$ cat src/rtl/fanp_pkg.sv
// Package for the fiber negotiation expansion and next-page register bank
package fanp_pkg;

	localparam int ADDR_W = 5;
	localparam int DATA_W = 16;

	// Register offsets
	localparam logic [4:0] OFF_LP_BASE = 5'h05;
	localparam logic [4:0] OFF_EXP = 5'h06;
	localparam logic [4:0] OFF_NP_TX = 5'h07;
	localparam logic [4:0] OFF_NP_RX = 5'h08;
	localparam logic [4:0] OFF_IRQ_STAT = 5'h10;
	localparam logic [4:0] OFF_IRQ_CLR = 5'h11;
	localparam logic [4:0] OFF_IRQ_EN = 5'h12;
	localparam logic [4:0] OFF_SW_RST = 5'h13;

	// Expansion register bit positions
	localparam int EXP_AN_ABLE = 0;
	localparam int EXP_PAGE_RX = 1;
	localparam int EXP_LOCAL_NP = 2;
	localparam int EXP_LP_NP = 3;

	// Code word bit positions
	localparam int CW_NP = 15;
	localparam int CW_TOGGLE = 11;
	localparam int SGMII_LOW_W = 7;

	// Next page transmit reset and writable mask
	localparam logic [15:0] NP_TX_RST = 16'h2001;
	localparam logic [15:0] NP_TX_WMASK = 16'hb7ff;

	// Matching code groups needed for partner ability
	localparam logic [1:0] MATCH_NEED = 2'h3;

	// Interrupt bits
	localparam int IRQ_W = 4;
	localparam int IRQ_PAGE = 0;
	localparam int IRQ_NP = 1;
	localparam int IRQ_LINK_DN = 2;
	localparam int IRQ_AN_ABLE = 3;

	typedef enum logic [1:0] {
		MODE_100FX = 2'h0,
		MODE_1000X = 2'h1,
		MODE_SGMII_SYS = 2'h2,
		MODE_SGMII_MED = 2'h3
	} fanp_mode_e;

	typedef struct packed {
		logic page_valid;
		logic is_next_page;
		logic [15:0] code_word;
	} fanp_page_s;

	typedef struct packed {
		logic sync_ok;
		logic link_up;
		logic an_enable;
		logic group_valid;
		logic [15:0] group;
	} fanp_rx_s;

endpackage

$ cat src/rtl/fanp_irq.sv
// Sticky interrupt status with enable and write-one-to-clear
`timescale 1ns/1ps
module fanp_irq #(
	parameter int W = fanp_pkg::IRQ_W
) (
	input wire logic clk_sys,
	input wire logic rst,
	input wire logic [W-1:0] event_in,
	input wire logic clr_we,
	input wire logic en_we,
	input wire logic [W-1:0] wdata,
	output logic [W-1:0] status_q,
	output logic [W-1:0] enable_q,
	output logic irq
);
	genvar i;
	generate
		for (i = 0; i < W; i++) begin : g_bit
			// Set wins over a simultaneous clear
			always_ff @(posedge clk_sys or posedge rst) begin
				if (rst) begin
					status_q[i] <= 1'b0;
				end else if (event_in[i]) begin
					status_q[i] <= 1'b1;
				end else if (clr_we && wdata[i]) begin
					status_q[i] <= 1'b0;
				end
			end
		end
	endgenerate

	always_ff @(posedge clk_sys or posedge rst) begin
		if (rst) begin
			enable_q <= '0;
		end else if (en_we) begin
			enable_q <= wdata;
		end
	end

	assign irq = |(status_q & enable_q);
endmodule

$ cat src/rtl/fanp_match.sv
// Counts consecutive matching non-zero valid configuration groups
`timescale 1ns/1ps
module fanp_match (
	input wire logic clk_sys,
	input wire logic rst,
	input wire logic sw_clr,
	input wire fanp_pkg::fanp_rx_s rx,
	output logic able
);
	logic [15:0] last_q;
	logic [1:0] cnt_q;

	always_ff @(posedge clk_sys or posedge rst) begin
		if (rst) begin
			last_q <= 16'h0000;
			cnt_q <= 2'h0;
		end else if (sw_clr || !rx.sync_ok || !rx.an_enable) begin
			last_q <= 16'h0000;
			cnt_q <= 2'h0;
		end else if (rx.group_valid) begin
			last_q <= rx.group;
			if (rx.group == 16'h0000) begin
				cnt_q <= 2'h0;
			end else if (rx.group != last_q) begin
				cnt_q <= 2'h1;
			end else if (cnt_q != fanp_pkg::MATCH_NEED) begin
				cnt_q <= cnt_q + 2'h1;
			end
		end
	end

	// Only while sync and enable still hold
	assign able = rx.sync_ok && rx.an_enable &&
		(cnt_q == fanp_pkg::MATCH_NEED);
endmodule

$ cat src/rtl/fanp_regs.sv
// Fiber negotiation expansion, next-page transmit and receive registers
//
// Added by the designer: the strobed register port.
`timescale 1ns/1ps
// Contract
// - SGMII media: low seven received bits tracked
// - Partner next-page flag zero in SGMII, 100FX
// - 1000X: set flag on bit15 page, link-loss clear
// - Local next-page able always reads one
// - Page received flag latches on valid page
// - Partner AN able needs sync, enable, 3 groups
// - Next-page transmit write flags page loaded
// - Transmit page applies only in 1000X mode
// - Transmit fields as written, bit 14 zero, bit 11 reads toggle
// - Toggle bit inverts on each received page
// - Received next page loads on next pages only
// - Received next page clears on link down
// - Received fields stored in place, read-only
// - Received next page loads only in 1000X
// - Mode field encodes the four fiber modes
module fanp_regs (
	input wire logic clk_sys,
	input wire logic rst,
	input wire logic [4:0] addr,
	input wire logic [15:0] wdata,
	input wire logic wr,
	input wire logic rd,
	output logic [15:0] rdata,
	input wire logic [1:0] fiber_mode,
	input wire fanp_pkg::fanp_rx_s rx,
	input wire fanp_pkg::fanp_page_s page,
	input wire logic np_tx_taken,
	output logic np_loaded,
	output logic np_tx_active,
	output logic [15:0] np_tx_word,
	output logic irq
);
	fanp_pkg::fanp_mode_e mode;
	logic is_1000x;
	logic link_dn;
	logic link_q;
	logic sw_rst;
	logic an_able;
	logic [15:0] rdata_d;
	logic [15:0] rdata_q;
	logic [15:0] np_tx_q;
	logic toggle_q;
	logic loaded_q;
	logic page_rx_q;
	logic lp_np_q;
	logic [15:0] np_rx_q;
	logic [6:0] sgmii_low_q;
	logic [15:0] exp_val;
	logic [fanp_pkg::IRQ_W-1:0] irq_ev;
	logic [fanp_pkg::IRQ_W-1:0] irq_stat;
	logic [fanp_pkg::IRQ_W-1:0] irq_en;

	assign mode = fanp_pkg::fanp_mode_e'(fiber_mode);
	assign is_1000x = (mode == fanp_pkg::MODE_1000X);
	assign link_dn = link_q && !rx.link_up;
	assign sw_rst = wr && (addr == fanp_pkg::OFF_SW_RST) && wdata[0];

	always_ff @(posedge clk_sys or posedge rst) begin
		if (rst) begin
			link_q <= 1'b0;
		end else begin
			link_q <= rx.link_up;
		end
	end

	fanp_match u_match (
		.clk_sys(clk_sys),
		.rst(rst),
		.sw_clr(sw_rst),
		.rx(rx),
		.able(an_able)
	);

	// Next page transmit register; bit 14 never stored
	always_ff @(posedge clk_sys or posedge rst) begin
		if (rst) begin
			np_tx_q <= fanp_pkg::NP_TX_RST;
		end else if (sw_rst) begin
			np_tx_q <= fanp_pkg::NP_TX_RST;
		end else if (wr && addr == fanp_pkg::OFF_NP_TX) begin
			np_tx_q <= wdata & fanp_pkg::NP_TX_WMASK;
		end
	end

	// Toggle flips on every received page
	always_ff @(posedge clk_sys or posedge rst) begin
		if (rst) begin
			toggle_q <= 1'b0;
		end else if (sw_rst) begin
			toggle_q <= 1'b0;
		end else if (page.page_valid) begin
			toggle_q <= !toggle_q;
		end
	end

	// Page loaded flag toward negotiation state machine
	always_ff @(posedge clk_sys or posedge rst) begin
		if (rst) begin
			loaded_q <= 1'b0;
		end else if (sw_rst || link_dn) begin
			loaded_q <= 1'b0;
		end else if (wr && addr == fanp_pkg::OFF_NP_TX) begin
			loaded_q <= 1'b1;
		end else if (np_tx_taken) begin
			loaded_q <= 1'b0;
		end
	end

	assign np_loaded = loaded_q && is_1000x;
	assign np_tx_active = is_1000x;

	always_ff @(posedge clk_sys or posedge rst) begin
		if (rst) begin
			np_tx_word <= 16'h0000;
		end else begin
			np_tx_word <= np_tx_q;
			np_tx_word[fanp_pkg::CW_TOGGLE] <= toggle_q;
		end
	end

	// Latched-high page received; new page beats read clear
	always_ff @(posedge clk_sys or posedge rst) begin
		if (rst) begin
			page_rx_q <= 1'b0;
		end else if (page.page_valid) begin
			page_rx_q <= 1'b1;
		end else if (sw_rst ||
			(rd && addr == fanp_pkg::OFF_EXP)) begin
			page_rx_q <= 1'b0;
		end
	end

	// Partner next-page able
	always_ff @(posedge clk_sys or posedge rst) begin
		if (rst) begin
			lp_np_q <= 1'b0;
		end else if (!is_1000x || sw_rst || link_dn) begin
			lp_np_q <= 1'b0;
		end else if (page.page_valid && !page.is_next_page) begin
			lp_np_q <= page.code_word[fanp_pkg::CW_NP];
		end
	end

	// Partner next page received register
	always_ff @(posedge clk_sys or posedge rst) begin
		if (rst) begin
			np_rx_q <= 16'h0000;
		end else if (sw_rst || link_dn) begin
			np_rx_q <= 16'h0000;
		end else if (page.page_valid && page.is_next_page &&
			is_1000x) begin
			np_rx_q <= page.code_word;
		end
	end

	// SGMII media base-page low bits
	always_ff @(posedge clk_sys or posedge rst) begin
		if (rst) begin
			sgmii_low_q <= 7'h00;
		end else if (sw_rst || link_dn) begin
			sgmii_low_q <= 7'h00;
		end else if (page.page_valid && !page.is_next_page &&
			mode == fanp_pkg::MODE_SGMII_MED) begin
			sgmii_low_q <=
				page.code_word[fanp_pkg::SGMII_LOW_W-1:0];
		end
	end

	always_comb begin
		exp_val = 16'h0000;
		exp_val[fanp_pkg::EXP_AN_ABLE] = an_able;
		exp_val[fanp_pkg::EXP_PAGE_RX] = page_rx_q;
		exp_val[fanp_pkg::EXP_LOCAL_NP] = 1'b1;
		exp_val[fanp_pkg::EXP_LP_NP] = lp_np_q && is_1000x;
	end

	assign irq_ev[fanp_pkg::IRQ_PAGE] = page.page_valid;
	assign irq_ev[fanp_pkg::IRQ_NP] = page.page_valid &&
		page.is_next_page && is_1000x;
	assign irq_ev[fanp_pkg::IRQ_LINK_DN] = link_dn;
	assign irq_ev[fanp_pkg::IRQ_AN_ABLE] = an_able;

	fanp_irq #(
		.W(fanp_pkg::IRQ_W)
	) u_irq (
		.clk_sys(clk_sys),
		.rst(rst),
		.event_in(irq_ev),
		.clr_we(wr && addr == fanp_pkg::OFF_IRQ_CLR),
		.en_we(wr && addr == fanp_pkg::OFF_IRQ_EN),
		.wdata(wdata[fanp_pkg::IRQ_W-1:0]),
		.status_q(irq_stat),
		.enable_q(irq_en),
		.irq(irq)
	);

	always_comb begin
		rdata_d = 16'h0000;
		unique case (addr)
			fanp_pkg::OFF_LP_BASE: begin
				rdata_d[fanp_pkg::SGMII_LOW_W-1:0] = sgmii_low_q;
			end
			fanp_pkg::OFF_EXP: begin
				rdata_d = exp_val;
			end
			fanp_pkg::OFF_NP_TX: begin
				rdata_d = np_tx_q;
				rdata_d[fanp_pkg::CW_TOGGLE] = toggle_q;
			end
			fanp_pkg::OFF_NP_RX: begin
				rdata_d = np_rx_q;
			end
			fanp_pkg::OFF_IRQ_STAT: begin
				rdata_d[fanp_pkg::IRQ_W-1:0] = irq_stat;
			end
			fanp_pkg::OFF_IRQ_EN: begin
				rdata_d[fanp_pkg::IRQ_W-1:0] = irq_en;
			end
			default: begin
				rdata_d = 16'h0000;
			end
		endcase
	end

	// Read data stand one cycle after the strobe only
	always_ff @(posedge clk_sys or posedge rst) begin
		if (rst) begin
			rdata_q <= 16'h0000;
		end else if (rd) begin
			rdata_q <= rdata_d;
		end else begin
			rdata_q <= 16'h0000;
		end
	end

	assign rdata = rdata_q;
endmodule

$ cat config.mk
export PLATFORM = sky130hd
export DESIGN_NAME = fanp_regs
export DESIGN_NICKNAME = d
export VERILOG_FILES = /design/src/rtl/fanp_pkg.sv /design/src/rtl/fanp_irq.sv /design/src/rtl/fanp_match.sv /design/src/rtl/fanp_regs.sv
export SDC_FILE = /design/constraint.sdc
export NUM_CORES = 1
export LEC_CHECK = 0
export BUFFER_PORTS_ARGS = -buffer_cell sky130_fd_sc_hd__buf_2
export CAP_MARGIN = 25
export CORE_MARGIN = 5
export CORE_UTILIZATION = 28
export CTS_CLUSTER_SIZE = 20
export DETAILED_ROUTE_END_ITERATION = 10
export GPL_ROUTABILITY_DRIVEN = 0
export PLACE_DENSITY = 0.56
export RECOVER_POWER = 100
export SLEW_MARGIN = 15
export SYNTH_ARGS = -nofsm -noshare
export SYNTH_HDL_FRONTEND = slang
export SYNTH_HIERARCHICAL = 1
export SYNTH_SLANG_ARGS = --single-unit
$ cat constraint.sdc
create_clock -name clk_sys -period 5.5 [get_ports clk_sys]
set_clock_uncertainty 0.2 [all_clocks]
set_input_delay 0.55 -clock clk_sys [delete_from_list [all_inputs] [get_ports clk_sys]]
set_output_delay 0.55 -clock clk_sys [all_outputs]
set_load 0.005 [all_outputs]
==> results of run 1 <==
layer usage:
layer,vias up,GRT usage (%),wire (µm)
met5,-,0,0
met4,0,4.535,199
met1,1673,17.78,5392
met2,99,21.57,5760
met3,13,3.812,728
li1,1569,-,-
report_power, final:
group	leakage [nW]	internal [mW]	switching, mW
Clock	0.156	0.414	0.278
Sequential	1.30	0.797	0.0425
Combinational	1.10	0.0861	0.107
cell usage in the layout, fill, tap and decap left out, drive strengths merged, types with 3 or more instances in the layout:
cell type  instances
nand4              5
nand3             19
nand2b             6
dfrtp             97
nand4b             3
inv                8
and3b              6
mux2i             27
buf               67
o211ai             4
a21oi             26
nor4               9
mux2              11
nor2              31
clkbuf            44
a22o              12
nand2             39
a21o               6
xor2              16
a32oi              4
nor2b              4
and3               3
worst paths after layout:
kind | startpoint | end | slack, ns | depth (start not counted)
min in group asynchronous | rst | link_q | 0.47 | 3
max in group asynchronous | rst | np_tx_word[15] | 2.76 | 4
hold reg to reg | np_tx_q[6] | np_tx_word[6] | 0.21 | 0
setup / recovery | addr[1] | sgmii_low_q[1] | 1.84 | 5
hold / removal | rx[18] | link_q | 0.16 | 1
setup reg to reg | link_q | sgmii_low_q[1] | 3.50 | 4
kinds of logic after synthesis:
logic type	count (synthesis)	share of synthesized area, %
buffers and inverters	31	3.441
flip-flops	99	55.46
XOR/XNOR	17	3.330
other	1	0.08386
adder cells (fa/ha/maj)	1	0.2798
AND/OR/NAND/NOR	141	18.33
multiplexers	38	8.814
AO/OA/AOI/OAI	65	10.27
worst register-to-register path, cell delays in order (launching register included):
cell,delay (ns)
dfrtp_1,0.31
nor2b_1,0.21
o21bai_1,0.49
clkbuf_1,0.54
nor2_1,0.12
synth_stat cells, types with 2 or more instances:
cell,instances
a21o_1,6
buf_2,11
a32oi_1,4
inv_1,7
nor2_1,31
nor3b_1,2
nand2b_1,6
dfstp_2,2
mux2i_1,27
buf_4,4
xor2_1,16
a22oi_1,2
nor4_2,3
nand4b_1,2
nor4_1,6
nand3_1,19
o211ai_1,3
nand2_1,39
mux2_2,7
mux2_1,4
o21ai_0,2
nand4_1,5
a21oi_1,26
a22o_1,12
clkbuf_1,6
and4b_1,2
and3b_1,6
nor3_1,2
and3_1,3
dfrtp_1,97
nand3b_4,2
nor2b_1,4
metrics by stage:
step	hold slack, ns	instance area, µm²	power (mW)	worst slack, ns
CTS	0.1369	5449	1.754	3.086
detailed placement	0.1958	5111	1.058	2.726
global route	0.1685	5380	1.806	1.563
floorplan	0.1657	4472	0.9578	2.900
global placement	0.1932	5111	1.051	2.723
finish	0.1551	5380	1.724	1.836
cell type report:
class                           instances  area, µm²  share of cell area [%]
Sequential cell                        99       2480                   46.09
Multi-Input combinational cell        263       1802                   33.49
Timing Repair Buffer                  101      470.5                   8.744
Tap cell                              216      270.3                   5.023
Clock buffer                           11      242.7                   4.512
Clock inverter                          5      85.08                   1.581
Inverter                                8      30.03                  0.5581
timing repair:
action | in CTS | in global routing
endpoints found under the hold margin | 11 | 0
hold buffers | 1 | 0
setup endpoints to repair | 0 | 0
sequential cells by signal, summed over array words and instances, names as in the netlist, 2 cells and up:
register	count
np_rx_q	16
np_tx_q	14
np_tx_word	15
rdata	16
sgmii_low_q	7
u_irq/enable_q	4
u_irq/status_q	4
u_match/cnt_q	2
u_match/last_q	16
==> key figures, run 1 <==
Clock tree
  • Post-CTS Setup Repair Bufs: 0
  • Clk Latency, worst-skew pair: 0.35 ns
  • Clock slew at the register clock pins of the worst setup and hold paths: 0.07 ns
  • H-tree depth: 3
  • # resized after CTS: 0
  • CTS tree: yes
  • Clk buf depth: 2
  • Clock sinks: 99
  • Clk root buf: clkbuf_16
  • Num CTS Buffers: 9

Worst setup path
  • Slowest cell on crit path: clkbuf_1
  • Buf/Inv on CP: 2
  • Data arrival, critical path: ~3.7 ns
  • Kind of critical path: primary input to flop
  • CP required: about 5.5 ns
  • Crit-path max FO: 26
  • Worst-path cell chain: clkbuf_1 -> nand4b_1 -> o21bai_1 -> clkbuf_1 -> nor2_1
  • Delay-heaviest family, CP: buffers and inverters
  • CP max stage delay: 1.04 ns
  • Critical Path Source Type: primary input
  • Crit end category: flop
  • Cell mode on critical path: clkbuf_1

Logic synthesis
  • Async S/R FF share, synth: 100.0%
  • Synth top area cells: dfrtp_1 54%, mux2i_1 6.0%, nand2_1 3.3%, xor2_1 3.1%, a21oi_1 2.9%
  • Syn_nets: 460
  • EDFF count, synth: 0
  • Mean Syn Cell Area: between 10 and 15 µm²
  • Sequential cell area fraction in the yosys report: approximately 55%
  • Netlist Area Pre-Place: 4472 µm²
  • Synth top area share: a little over half
  • Main synth FF type: dfrtp_1
  • Synth area leader: dfrtp_1
  • Ys Warns: 6
  • #FFs+latches synth: 99
  • Post-synthesis cell count: 393
  • Distinct cells, synth: 57

Timing
  • Fmax: 272.9 MHz
  • Final setup vio count: 0
  • Endpoints failing hold: 0
  • Fin crit period: 3.664 ns
  • Max-slew violation count: 71
  • Tcrit/Tclk final: 66.62%
  • TNS Setup: 0 ns
  • RSZ-0062 raised after global routing: no
  • Worst slew pin tran: 1.699 ns
  • Max-slew headroom: -13.27%

Global route
  • Grt ovf: 0
  • All-layer global routing usage: 13.55%
  • Pin count of the biggest net entering global routing: between 70 and 80
  • Vias in the first global route: 3,444
  • Initial antenna violation count: 0
  • First-pass GRT wire length: 19,180 µm

Floorplanning
  • Die Span X: 136.4 µm
  • I/O pin total: 101
  • Die area: 18,600 µm²
  • Die height: 136.4 µm
  • Standard-cell rows: 46
  • Initial Utilization: 28.36%
  • Core footprint: 15,770 µm²

Flow run
  • Max cap viols: 1

Routing
  • 1st-iter DRT viols: roughly 220
  • Pre-antenna DRT Iters: 4
  • Total number of vias: 3,354
  • Antenna-violating nets left: 0
  • DRT Wirelength: between 10,000 and 15,000 µm
  • Vias per Instance: 4.771
  • Routed wire per std cell: 17.18 µm
  • DRC viols: 0

Power
  • Leak: around 2.6 nW
  • Max IR drop VDD: roughly 170 µV
  • P per Cell Area: 320.4 nW/µm²

Placement
  • Detail Placement HPWL: 8649 µm
  • Port buffer count: 97
  • Placed cell count: 684

Status
  • Run status: finished with violations
  • Violated checks: max-capacitance violations, max-slew violations

Layout
  • Ant diodes: 0
  • Layout Cells excl Fill: 703
  • Utilization after layout: 34.12%
  • Fraction of layout cells with a size suffix above 1: 20.53%
  • Filler cells: 1,644
  • Nets@finish: between 500 and 600
  • Synthesis-to-finish area growth: 20.31%

Hold path
  • Worst hold path class: primary input to flop
Power figures use the tool's default switching activity.
==> run 2: changes to the inputs <==
--- a/config.mk
+++ b/config.mk
@@ -5,6 +5,7 @@
 export SDC_FILE = /design/constraint.sdc
 export NUM_CORES = 1
 export LEC_CHECK = 0
+export ABC_AREA = 1
 export BUFFER_PORTS_ARGS = -buffer_cell sky130_fd_sc_hd__buf_2
 export CAP_MARGIN = 25
 export CORE_MARGIN = 5
@@ -12,7 +13,7 @@
 export CTS_CLUSTER_SIZE = 20
 export DETAILED_ROUTE_END_ITERATION = 10
 export GPL_ROUTABILITY_DRIVEN = 0
-export PLACE_DENSITY = 0.56
+export PLACE_DENSITY = 0.57
 export RECOVER_POWER = 100
 export SLEW_MARGIN = 15
 export SYNTH_ARGS = -nofsm -noshare
==> constraint.sdc (replaced) <==
create_clock -name clk_sys -period 3.1 [get_ports clk_sys]
set_clock_uncertainty 0.2 [all_clocks]
set_input_delay 0.31 -clock clk_sys [delete_from_list [all_inputs] [get_ports clk_sys]]
set_output_delay 0.31 -clock clk_sys [all_outputs]
set_load 0.005 [all_outputs]
==> key figures, run 2 <==
Timing
  • RSZ-0062 raised after global routing: no (unchanged)
  • Final setup vio count: 0 (unchanged)
  • Fin crit period: roughly 2.3 ns
  • Worst Setup Slack, final: 0.8172 ns (was 1.836 ns)
  • Fmax: 438.1 MHz
  • Worst slew pin tran: 0.8565 ns (was 1.699 ns)
  • Tcrit/Tclk final: 73.64%
  • TNS Setup: 0 ns (unchanged)
  • Max-slew headroom: 42.90% (was -13.27%)
  • Endpoints failing hold: 0 (unchanged)
  • Max-slew violation count: 0 (was 71)

Floorplanning
  • Die area: 19,830 µm² (was 18,600 µm²)
  • Die Span X: 140.8 µm (was 136.4 µm)
  • Initial Utilization: 28.69% (was 28.36%)
  • I/O pin total: 101 (unchanged)
  • Core footprint: 16,700 µm² (was 15,770 µm²)
  • Standard-cell rows: 47 (was 46)
  • Die height: 140.8 µm (was 136.4 µm)

Routing
  • 1st-iter DRT viols: 217 (was 221)
  • Total number of vias: 4,143 (was 3,354)
  • DRC viols: 0 (unchanged)
  • Pre-antenna DRT Iters: 4 (unchanged)
  • DRT Wirelength: 12,600 µm (was 12,080 µm)
  • Antenna-violating nets left: 0 (unchanged)
  • Routed wire per std cell: 13.45 µm (was 17.18 µm)
  • Vias per Instance: 4.422 (was 4.771)

Hold path
  • Worst hold path class: primary input to flop (unchanged)

Logic synthesis
  • Netlist Area Pre-Place: 4791 µm² (was 4472 µm²)
  • Distinct cells, synth: 30 (was 57)
  • Commonest cells post-synth: 178 x nand2_1, 97 x dfrtp_1, 86 x inv_1, 52 x nand4_1, 47 x nor2_1 (was 97 x dfrtp_1, 39 x nand2_1, 31 x nor2_1, 27 x mux2i_1, 26 x a21oi_1)
  • Async S/R FF share, synth: 100.0% (unchanged)
  • Synth area leader: dfrtp_1 (unchanged)
  • Sequential cell area fraction in the yosys report: 51.76% (was 55.46%)
  • Post-synthesis cell count: 597 (was 393)
  • Mean Syn Cell Area: 8.025 µm² (was 11.38 µm²)
  • Synth top area cells: dfrtp_1 51%, nand2_1 14%, nand4_1 6.8%, inv_1 6.7%, nand3_1 3.8% (was dfrtp_1 54%, mux2i_1 6.0%, nand2_1 3.3%, xor2_1 3.1%, a21oi_1 2.9%)
  • Synth top area share: 50.67% (was 54.28%)
  • Main synth FF type: dfrtp_1 (unchanged)
  • Syn_nets: 664 (was 460)
  • EDFF count, synth: 0 (unchanged)
  • #FFs+latches synth: 99 (unchanged)
  • Ys Warns: 6 (unchanged)
  • Cell with the most instances after synthesis: nand2_1 (was dfrtp_1)

Layout
  • Ant diodes: 0 (unchanged)
  • Fraction of layout cells with a size suffix above 1: 15.34% (was 20.53%)
  • Synthesis-to-finish area growth: 22.93% (was 20.31%)
  • Commonest non-fill, non-tap cell in the layout: nand2_1 (was dfrtp_1)
  • Nets@finish: 779 (was 549)
  • Most frequent cells in the layout: 179 x nand2_1, 97 x dfrtp_1, 86 x inv_1, 71 x buf_2, 54 x nor2_1 (was 97 x dfrtp_1, 67 x buf_2, 39 x nand2_1, 33 x clkbuf_1, 31 x nor2_1)

Worst setup path
  • CP max stage delay: 0.52 ns (was 1.04 ns)
  • Crit-path max FO: 45 (was 26)
  • Critical Path Source Type: primary input (unchanged)
  • Worst-path cell chain: clkbuf_1 -> nor2_1 -> nand2_1 -> nor2_1 -> nand3_4 -> clkbuf_2 -> nand2_2 -> a21oi_1 (was clkbuf_1 -> nand4b_1 -> o21bai_1 -> clkbuf_1 -> nor2_1)
  • Slowest cell on crit path: clkbuf_2 (was clkbuf_1)
  • Kind of critical path: primary input to flop (unchanged)
  • Data arrival, critical path: 2.30 ns (was 3.68 ns)
  • Cell mode on critical path: nor2_1 (was clkbuf_1)
  • CP required: 3.12 ns (was 5.51 ns)
  • Crit end category: flop (unchanged)
  • Buf/Inv on CP: 2 (unchanged)
  • Delay-heaviest family, CP: simple AND/OR/NAND/NOR gates (was buffers and inverters)

Clock tree
  • Clk root buf: clkbuf_16 (unchanged)
  • H-tree depth: 3 (unchanged)
  • Clk Latency, worst-skew pair: 0.35 ns (about the same)
  • Post-CTS Setup Repair Bufs: 0 (unchanged)
  • Num CTS Buffers: 9 (unchanged)
  • CTS tree: yes (unchanged)
  • # resized after CTS: 0 (unchanged)
  • Clock sinks: 99 (unchanged)
  • Clock slew at the register clock pins of the worst setup and hold paths: 0.07 ns (about the same)
  • Clk buf depth: 2 (unchanged)

Global route
  • Pin count of the biggest net entering global routing: 74 (was 71)
  • All-layer global routing usage: 13.19% (was 13.55%)
  • First-pass GRT wire length: 20,840 µm (was 19,180 µm)
  • Initial antenna violation count: 1 (was 0)
  • Grt ovf: 0 (unchanged)
  • Vias in the first global route: 4,057 (was 3,444)

Power
  • Design Power: 2.923 mW (was 1.724 mW)
  • P per Cell Area: 496.4 nW/µm² (was 320.4 nW/µm²)
  • Leak: 3.139 nW (was 2.560 nW)
  • Max IR drop VDD: 258.1 µV (was 171.0 µV)

Flow run
  • Max cap viols: 0 (was 1)

Placement
  • Detail Placement HPWL: 9425 µm (was 8649 µm)
  • Post-place setup slack: 0.8812 ns (was 2.726 ns)
  • Port buffer count: 97 (unchanged)

Status
  • Run status: finished clean (was finished with violations)
-- run 2: timing repair --
item,CTS,global route
hold endpoints to repair,122,0
endpoints found under the setup margin,0,0
hold buffers,24,0
-- run 2: cell families (layout without fill, tap and decap cells) --
kind of cell / count (synthesis) / after routing / share of synthesized area, %
other cells: 1 / 1 / 0.07827
simple gates: 339 / 339 / 32.36
compound gates: 41 / 41 / 4.753
flops: 99 / 99 / 51.76
fa+ha+maj: 1 / 1 / 0.2611
buf+inv: 115 / 235 / 10.60
xor+xnor: 1 / 1 / 0.1828
-- run 2: worst paths after layout --
path	to	depth (start not counted)	start	slack, ns
worst max-delay path	loaded_q	8	addr[2]	0.82
worst min-delay path	np_tx_q[13]	3	wdata[13]	0.008
worst max register to register	np_rx_q[4]	6	link_q	1.52
worst min register to register	np_tx_word[3]	0	np_tx_q[3]	0.22
max in group asynchronous	u_match/last_q[9]	3	rst	1.74
min in group asynchronous	u_irq/enable_q[0]	3	rst	0.29
-- run 2: final cells by class --
cell class                      instances  area [µm²]
Sequential cell                        99        2480
Timing Repair Buffer                  127       748.2
Fill cell                            1848       10810
Tap cell                              220       275.3
Clock inverter                          5       35.03
Multi-Input combinational cell        383        1762
Clock buffer                           11       242.7
Inverter                               92       346.6
-- run 2: per-layer routing --
metal	track usage, %	vias to the layer above	part of all wire [%]
met5	0	-	0.10
met4	4.589	2	1.6
met3	3.082	16	3.7
met2	20.77	82	47
met1	17.85	1905	47
li1	-	2138	-
-- run 2: per-stage QoR --
step	hold slack [ns]	instance area, µm²	instances	utilization (%)
6_report	0.008203	5889	937	35.26
2_1_floorplan	-0.07434	4791	597	-
5_1_grt	0.01481	5889	937	35.26
3_3_place_gp	0.1166	5448	897	32.62
3_5_place_dp	0.1174	5448	897	32.62
4_1_cts	0.0003541	5966	937	35.72
-- run 2: worst min-delay path: stages --
cell,delay (ns)
buf_2,0.08
nor2_1,0.04
nor2_1,0.09
-- run 2: power breakdown --
part / internal (mW) / total [mW] / switching (mW)
registers: 1.42 / 1.50 / 0.0837
clock network: 0.570 / 1.06 / 0.495
logic: 0.143 / 0.357 / 0.213
==> run 3: changes to the inputs <==
--- a/config.mk
+++ b/config.mk
@@ -5,7 +5,7 @@
 export SDC_FILE = /design/constraint.sdc
 export NUM_CORES = 1
 export LEC_CHECK = 0
-export ABC_AREA = 1
+export ABC_AREA = 0
 export BUFFER_PORTS_ARGS = -buffer_cell sky130_fd_sc_hd__buf_2
 export CAP_MARGIN = 25
 export CORE_MARGIN = 5
@@ -13,7 +13,7 @@
 export CTS_CLUSTER_SIZE = 20
 export DETAILED_ROUTE_END_ITERATION = 10
 export GPL_ROUTABILITY_DRIVEN = 0
-export PLACE_DENSITY = 0.57
+export PLACE_DENSITY = 0.56
 export RECOVER_POWER = 100
 export SLEW_MARGIN = 15
 export SYNTH_ARGS = -nofsm -noshare
==> constraint.sdc (replaced) <==
create_clock -name clk_sys -period 2.2 [get_ports clk_sys]
set_clock_uncertainty 0.2 [all_clocks]
set_input_delay 0.22 -clock clk_sys [delete_from_list [all_inputs] [get_ports clk_sys]]
set_output_delay 0.22 -clock clk_sys [all_outputs]
set_load 0.005 [all_outputs]
==> key figures, run 3 (synthesis gave the netlist of run 1 again) <==
Status
  • Run status: finished with violations (was finished clean)
  • Violated checks: negative hold slack

Layout
  • Synthesis-to-finish area growth: 31.37% (was 22.93%)
  • Ant diodes: 0 (unchanged)
  • Multi-input gate area: 1800 µm² (was 1762 µm²)
  • Nets@finish: 604 (was 779)
  • Fraction of layout cells with a size suffix above 1: 21.96% (was 15.34%)
  • Reg area: 2480 µm² (unchanged)
  • Filler cells: 1,611 (was 1,848)
  • Commonest non-fill, non-tap cell in the layout: dfrtp_1 (was nand2_1)
  • Utilization after layout: 37.25% (was 35.26%)
  • Most frequent cells in the layout: 97 x dfrtp_1, 73 x buf_2, 47 x dlygate4sd3_1, 39 x nand2_1, 31 x nor2_1 (was 179 x nand2_1, 97 x dfrtp_1, 86 x inv_1, 71 x buf_2, 54 x nor2_1)

Clock tree
  • H-tree depth: 3 (unchanged)
  • Hold Buf Count CTS: 47 (was 24)
  • Num CTS Buffers: 9 (unchanged)
  • CTS tree: yes (unchanged)
  • Clk root buf: clkbuf_16 (unchanged)
  • Post-CTS Setup Repair Bufs: 0 (unchanged)
  • Clock slew at the register clock pins of the worst setup and hold paths: 0.07 ns (about the same)
  • Clock sinks: 99 (unchanged)
  • Clk buf depth: 2 (unchanged)
  • # resized after CTS: 0 (unchanged)
  • Clk Latency, worst-skew pair: 0.34 ns (was 0.35 ns)

Power
  • Leak: 2.810 nW (was 3.139 nW)
  • Part of the power in registers: 50.7% (was 51.4%)
  • Comb pwr share: 13.5% (was 12.2%)
  • Int Pwr: 3.070 mW (was 2.131 mW)
  • Sw Share: 25.97% (was 27.09%)
  • P_sw: 1.077 mW (was 0.7920 mW)
  • Clock network power share: 35.8% (was 36.4%)
  • Max IR drop VDD: 369.6 µV (was 258.1 µV)
  • Design Power: 4.147 mW (was 2.923 mW)
  • P per Cell Area: 705.9 nW/µm² (was 496.4 nW/µm²)

Timing
  • RSZ-0062 raised after global routing: no (unchanged)
  • Endpoints failing hold: 1 (was 0)
  • Worst slew pin tran: 0.9346 ns (was 0.8565 ns)
  • Max-slew headroom: 37.35% (was 42.90%)
  • Fin crit period: 1.929 ns
  • Hold slack final: -0.007313 ns (was 0.008203 ns)
  • Final setup vio count: 0 (unchanged)
  • TNS Setup: 0 ns (unchanged)
  • Fmax: roughly 520 MHz
  • Tcrit/Tclk final: 87.69%
  • Max-slew violation count: 0 (unchanged)

Worst setup path
  • CP required: 2.28 ns (was 3.12 ns)
  • Buf/Inv on CP: 2 (unchanged)
  • Data arrival, critical path: 2.01 ns (was 2.30 ns)
  • Crit-path max FO: 3 (was 45)
  • CP max stage delay: 0.54 ns (was 0.52 ns)
  • Slowest cell on crit path: dlygate4sd3_1 (was clkbuf_2)
  • Critical Path Source Type: primary input (unchanged)
  • Kind of critical path: primary input to flop (unchanged)
  • Delay-heaviest family, CP: buffers and inverters (was simple AND/OR/NAND/NOR gates)
  • Worst-path cell chain: dlygate4sd3_1 -> clkbuf_1 -> xor2_1 -> nor4_2 -> nand4_1 -> o31ai_1 -> a21o_1 (was clkbuf_1 -> nor2_1 -> nand2_1 -> nor2_1 -> nand3_4 -> clkbuf_2 -> nand2_2 -> a21oi_1)
  • Crit end category: flop (unchanged)

Routing
  • Vias per Instance: 4.641 (was 4.422)
  • 1st-iter DRT viols: 158 (was 217)
  • DRT Wirelength: 12,510 µm (was 12,600 µm)
  • Total number of vias: 3,518 (was 4,143)
  • Pre-antenna DRT Iters: 4 (unchanged)
  • Routed wire per std cell: 16.50 µm (was 13.45 µm)
  • Antenna-violating nets left: 0 (unchanged)
  • DRC viols: 0 (unchanged)

Floorplanning
  • Initial Utilization: 28.36% (was 28.69%)
  • Die area: 18,600 µm² (was 19,830 µm²)
  • I/O pin total: 101 (unchanged)
  • Standard-cell rows: 46 (was 47)
  • Die Span X: 136.4 µm (was 140.8 µm)
  • Core footprint: 15,770 µm² (was 16,700 µm²)
  • Die height: 136.4 µm (was 140.8 µm)

Global route
  • Vias in the first global route: 3,739 (was 4,057)
  • Grt ovf: 0 (unchanged)
  • All-layer global routing usage: 13.86% (was 13.19%)
  • Initial antenna violation count: 0 (was 1)
  • Pin count of the biggest net entering global routing: 56 (was 74)
  • First-pass GRT wire length: 19,980 µm (was 20,840 µm)

Placement
  • Port buffer count: 97 (unchanged)
  • Detail Placement HPWL: 8889 µm (was 9425 µm)

Hold path
  • Worst hold path class: primary input to flop (unchanged)

Flow run
  • Max cap viols: 0 (unchanged)
-- run 3: worst register-to-register path, stage by stage (launching register included) --
cell	delay, ns
dfrtp_1	0.39
xor2_1	0.17
nor4_2	0.29
nand4_1	0.20
o31ai_1	0.30
a21o_1	0.15
-- run 3: worst paths after layout --
kind / cells after the start / startpoint / to / slack (ns)
setup / recovery: 7 / rx[8] / u_match/cnt_q[1] / 0.27
hold / removal: 2 / wdata[0] / u_irq/enable_q[0] / -0.007
setup reg to reg: 5 / u_match/last_q[14] / u_match/cnt_q[1] / 0.44
hold reg to reg: 0 / np_tx_q[4] / np_tx_word[4] / 0.21
max in group asynchronous: 4 / rst / np_tx_q[13] / 0.41
min in group asynchronous: 3 / rst / u_irq/enable_q[1] / 0.23
-- run 3: power by group through the flow --
stage                     registers, mW  logic, mW  clock network (mW)
after floorplan                    2.11      0.289                   0
after global placement             2.14      0.507                   0
after detailed placement           2.14      0.522                   0
after CTS                          2.10      0.590                1.53
after global routing               2.12      0.621                1.61
final                              2.10      0.559                1.49
-- run 3: cell type report --
cell class                 count  share of cell area, %
clock inverter                 6                 0.6816
sequential                    99                  42.22
multi-input combinational    263                  30.65
inverter                       8                 0.5325
clock buffer                  10                  4.068
tap                          216                  4.601
timing repair buffer         156                  17.25
-- run 3: stage by stage --
step | hold slack [ns] | cells | worst slack, ns | area (µm²)
finish | -0.007313 | 758 | 0.2707 | 5874
global route | -0.001064 | 758 | 0.1829 | 5874
CTS | 0.007116 | 758 | 0.2618 | 5959
detailed placement | 0.02294 | 695 | 0.2320 | 5210
global placement | 0.01403 | 695 | 0.2636 | 5210
floorplan | -0.1643 | 393 | 0.4517 | 4476
-- run 3: per-layer routing --
layer	GRT usage (%)	share of wire (%)	routed length, µm	vias to the layer above
met5	0	0	0	-
li1	-	-	-	1681
met2	23.42	50	6271	95
met4	3.303	1.1	138	0
met1	17.83	43	5435	1730
met3	3.553	5.3	660	12
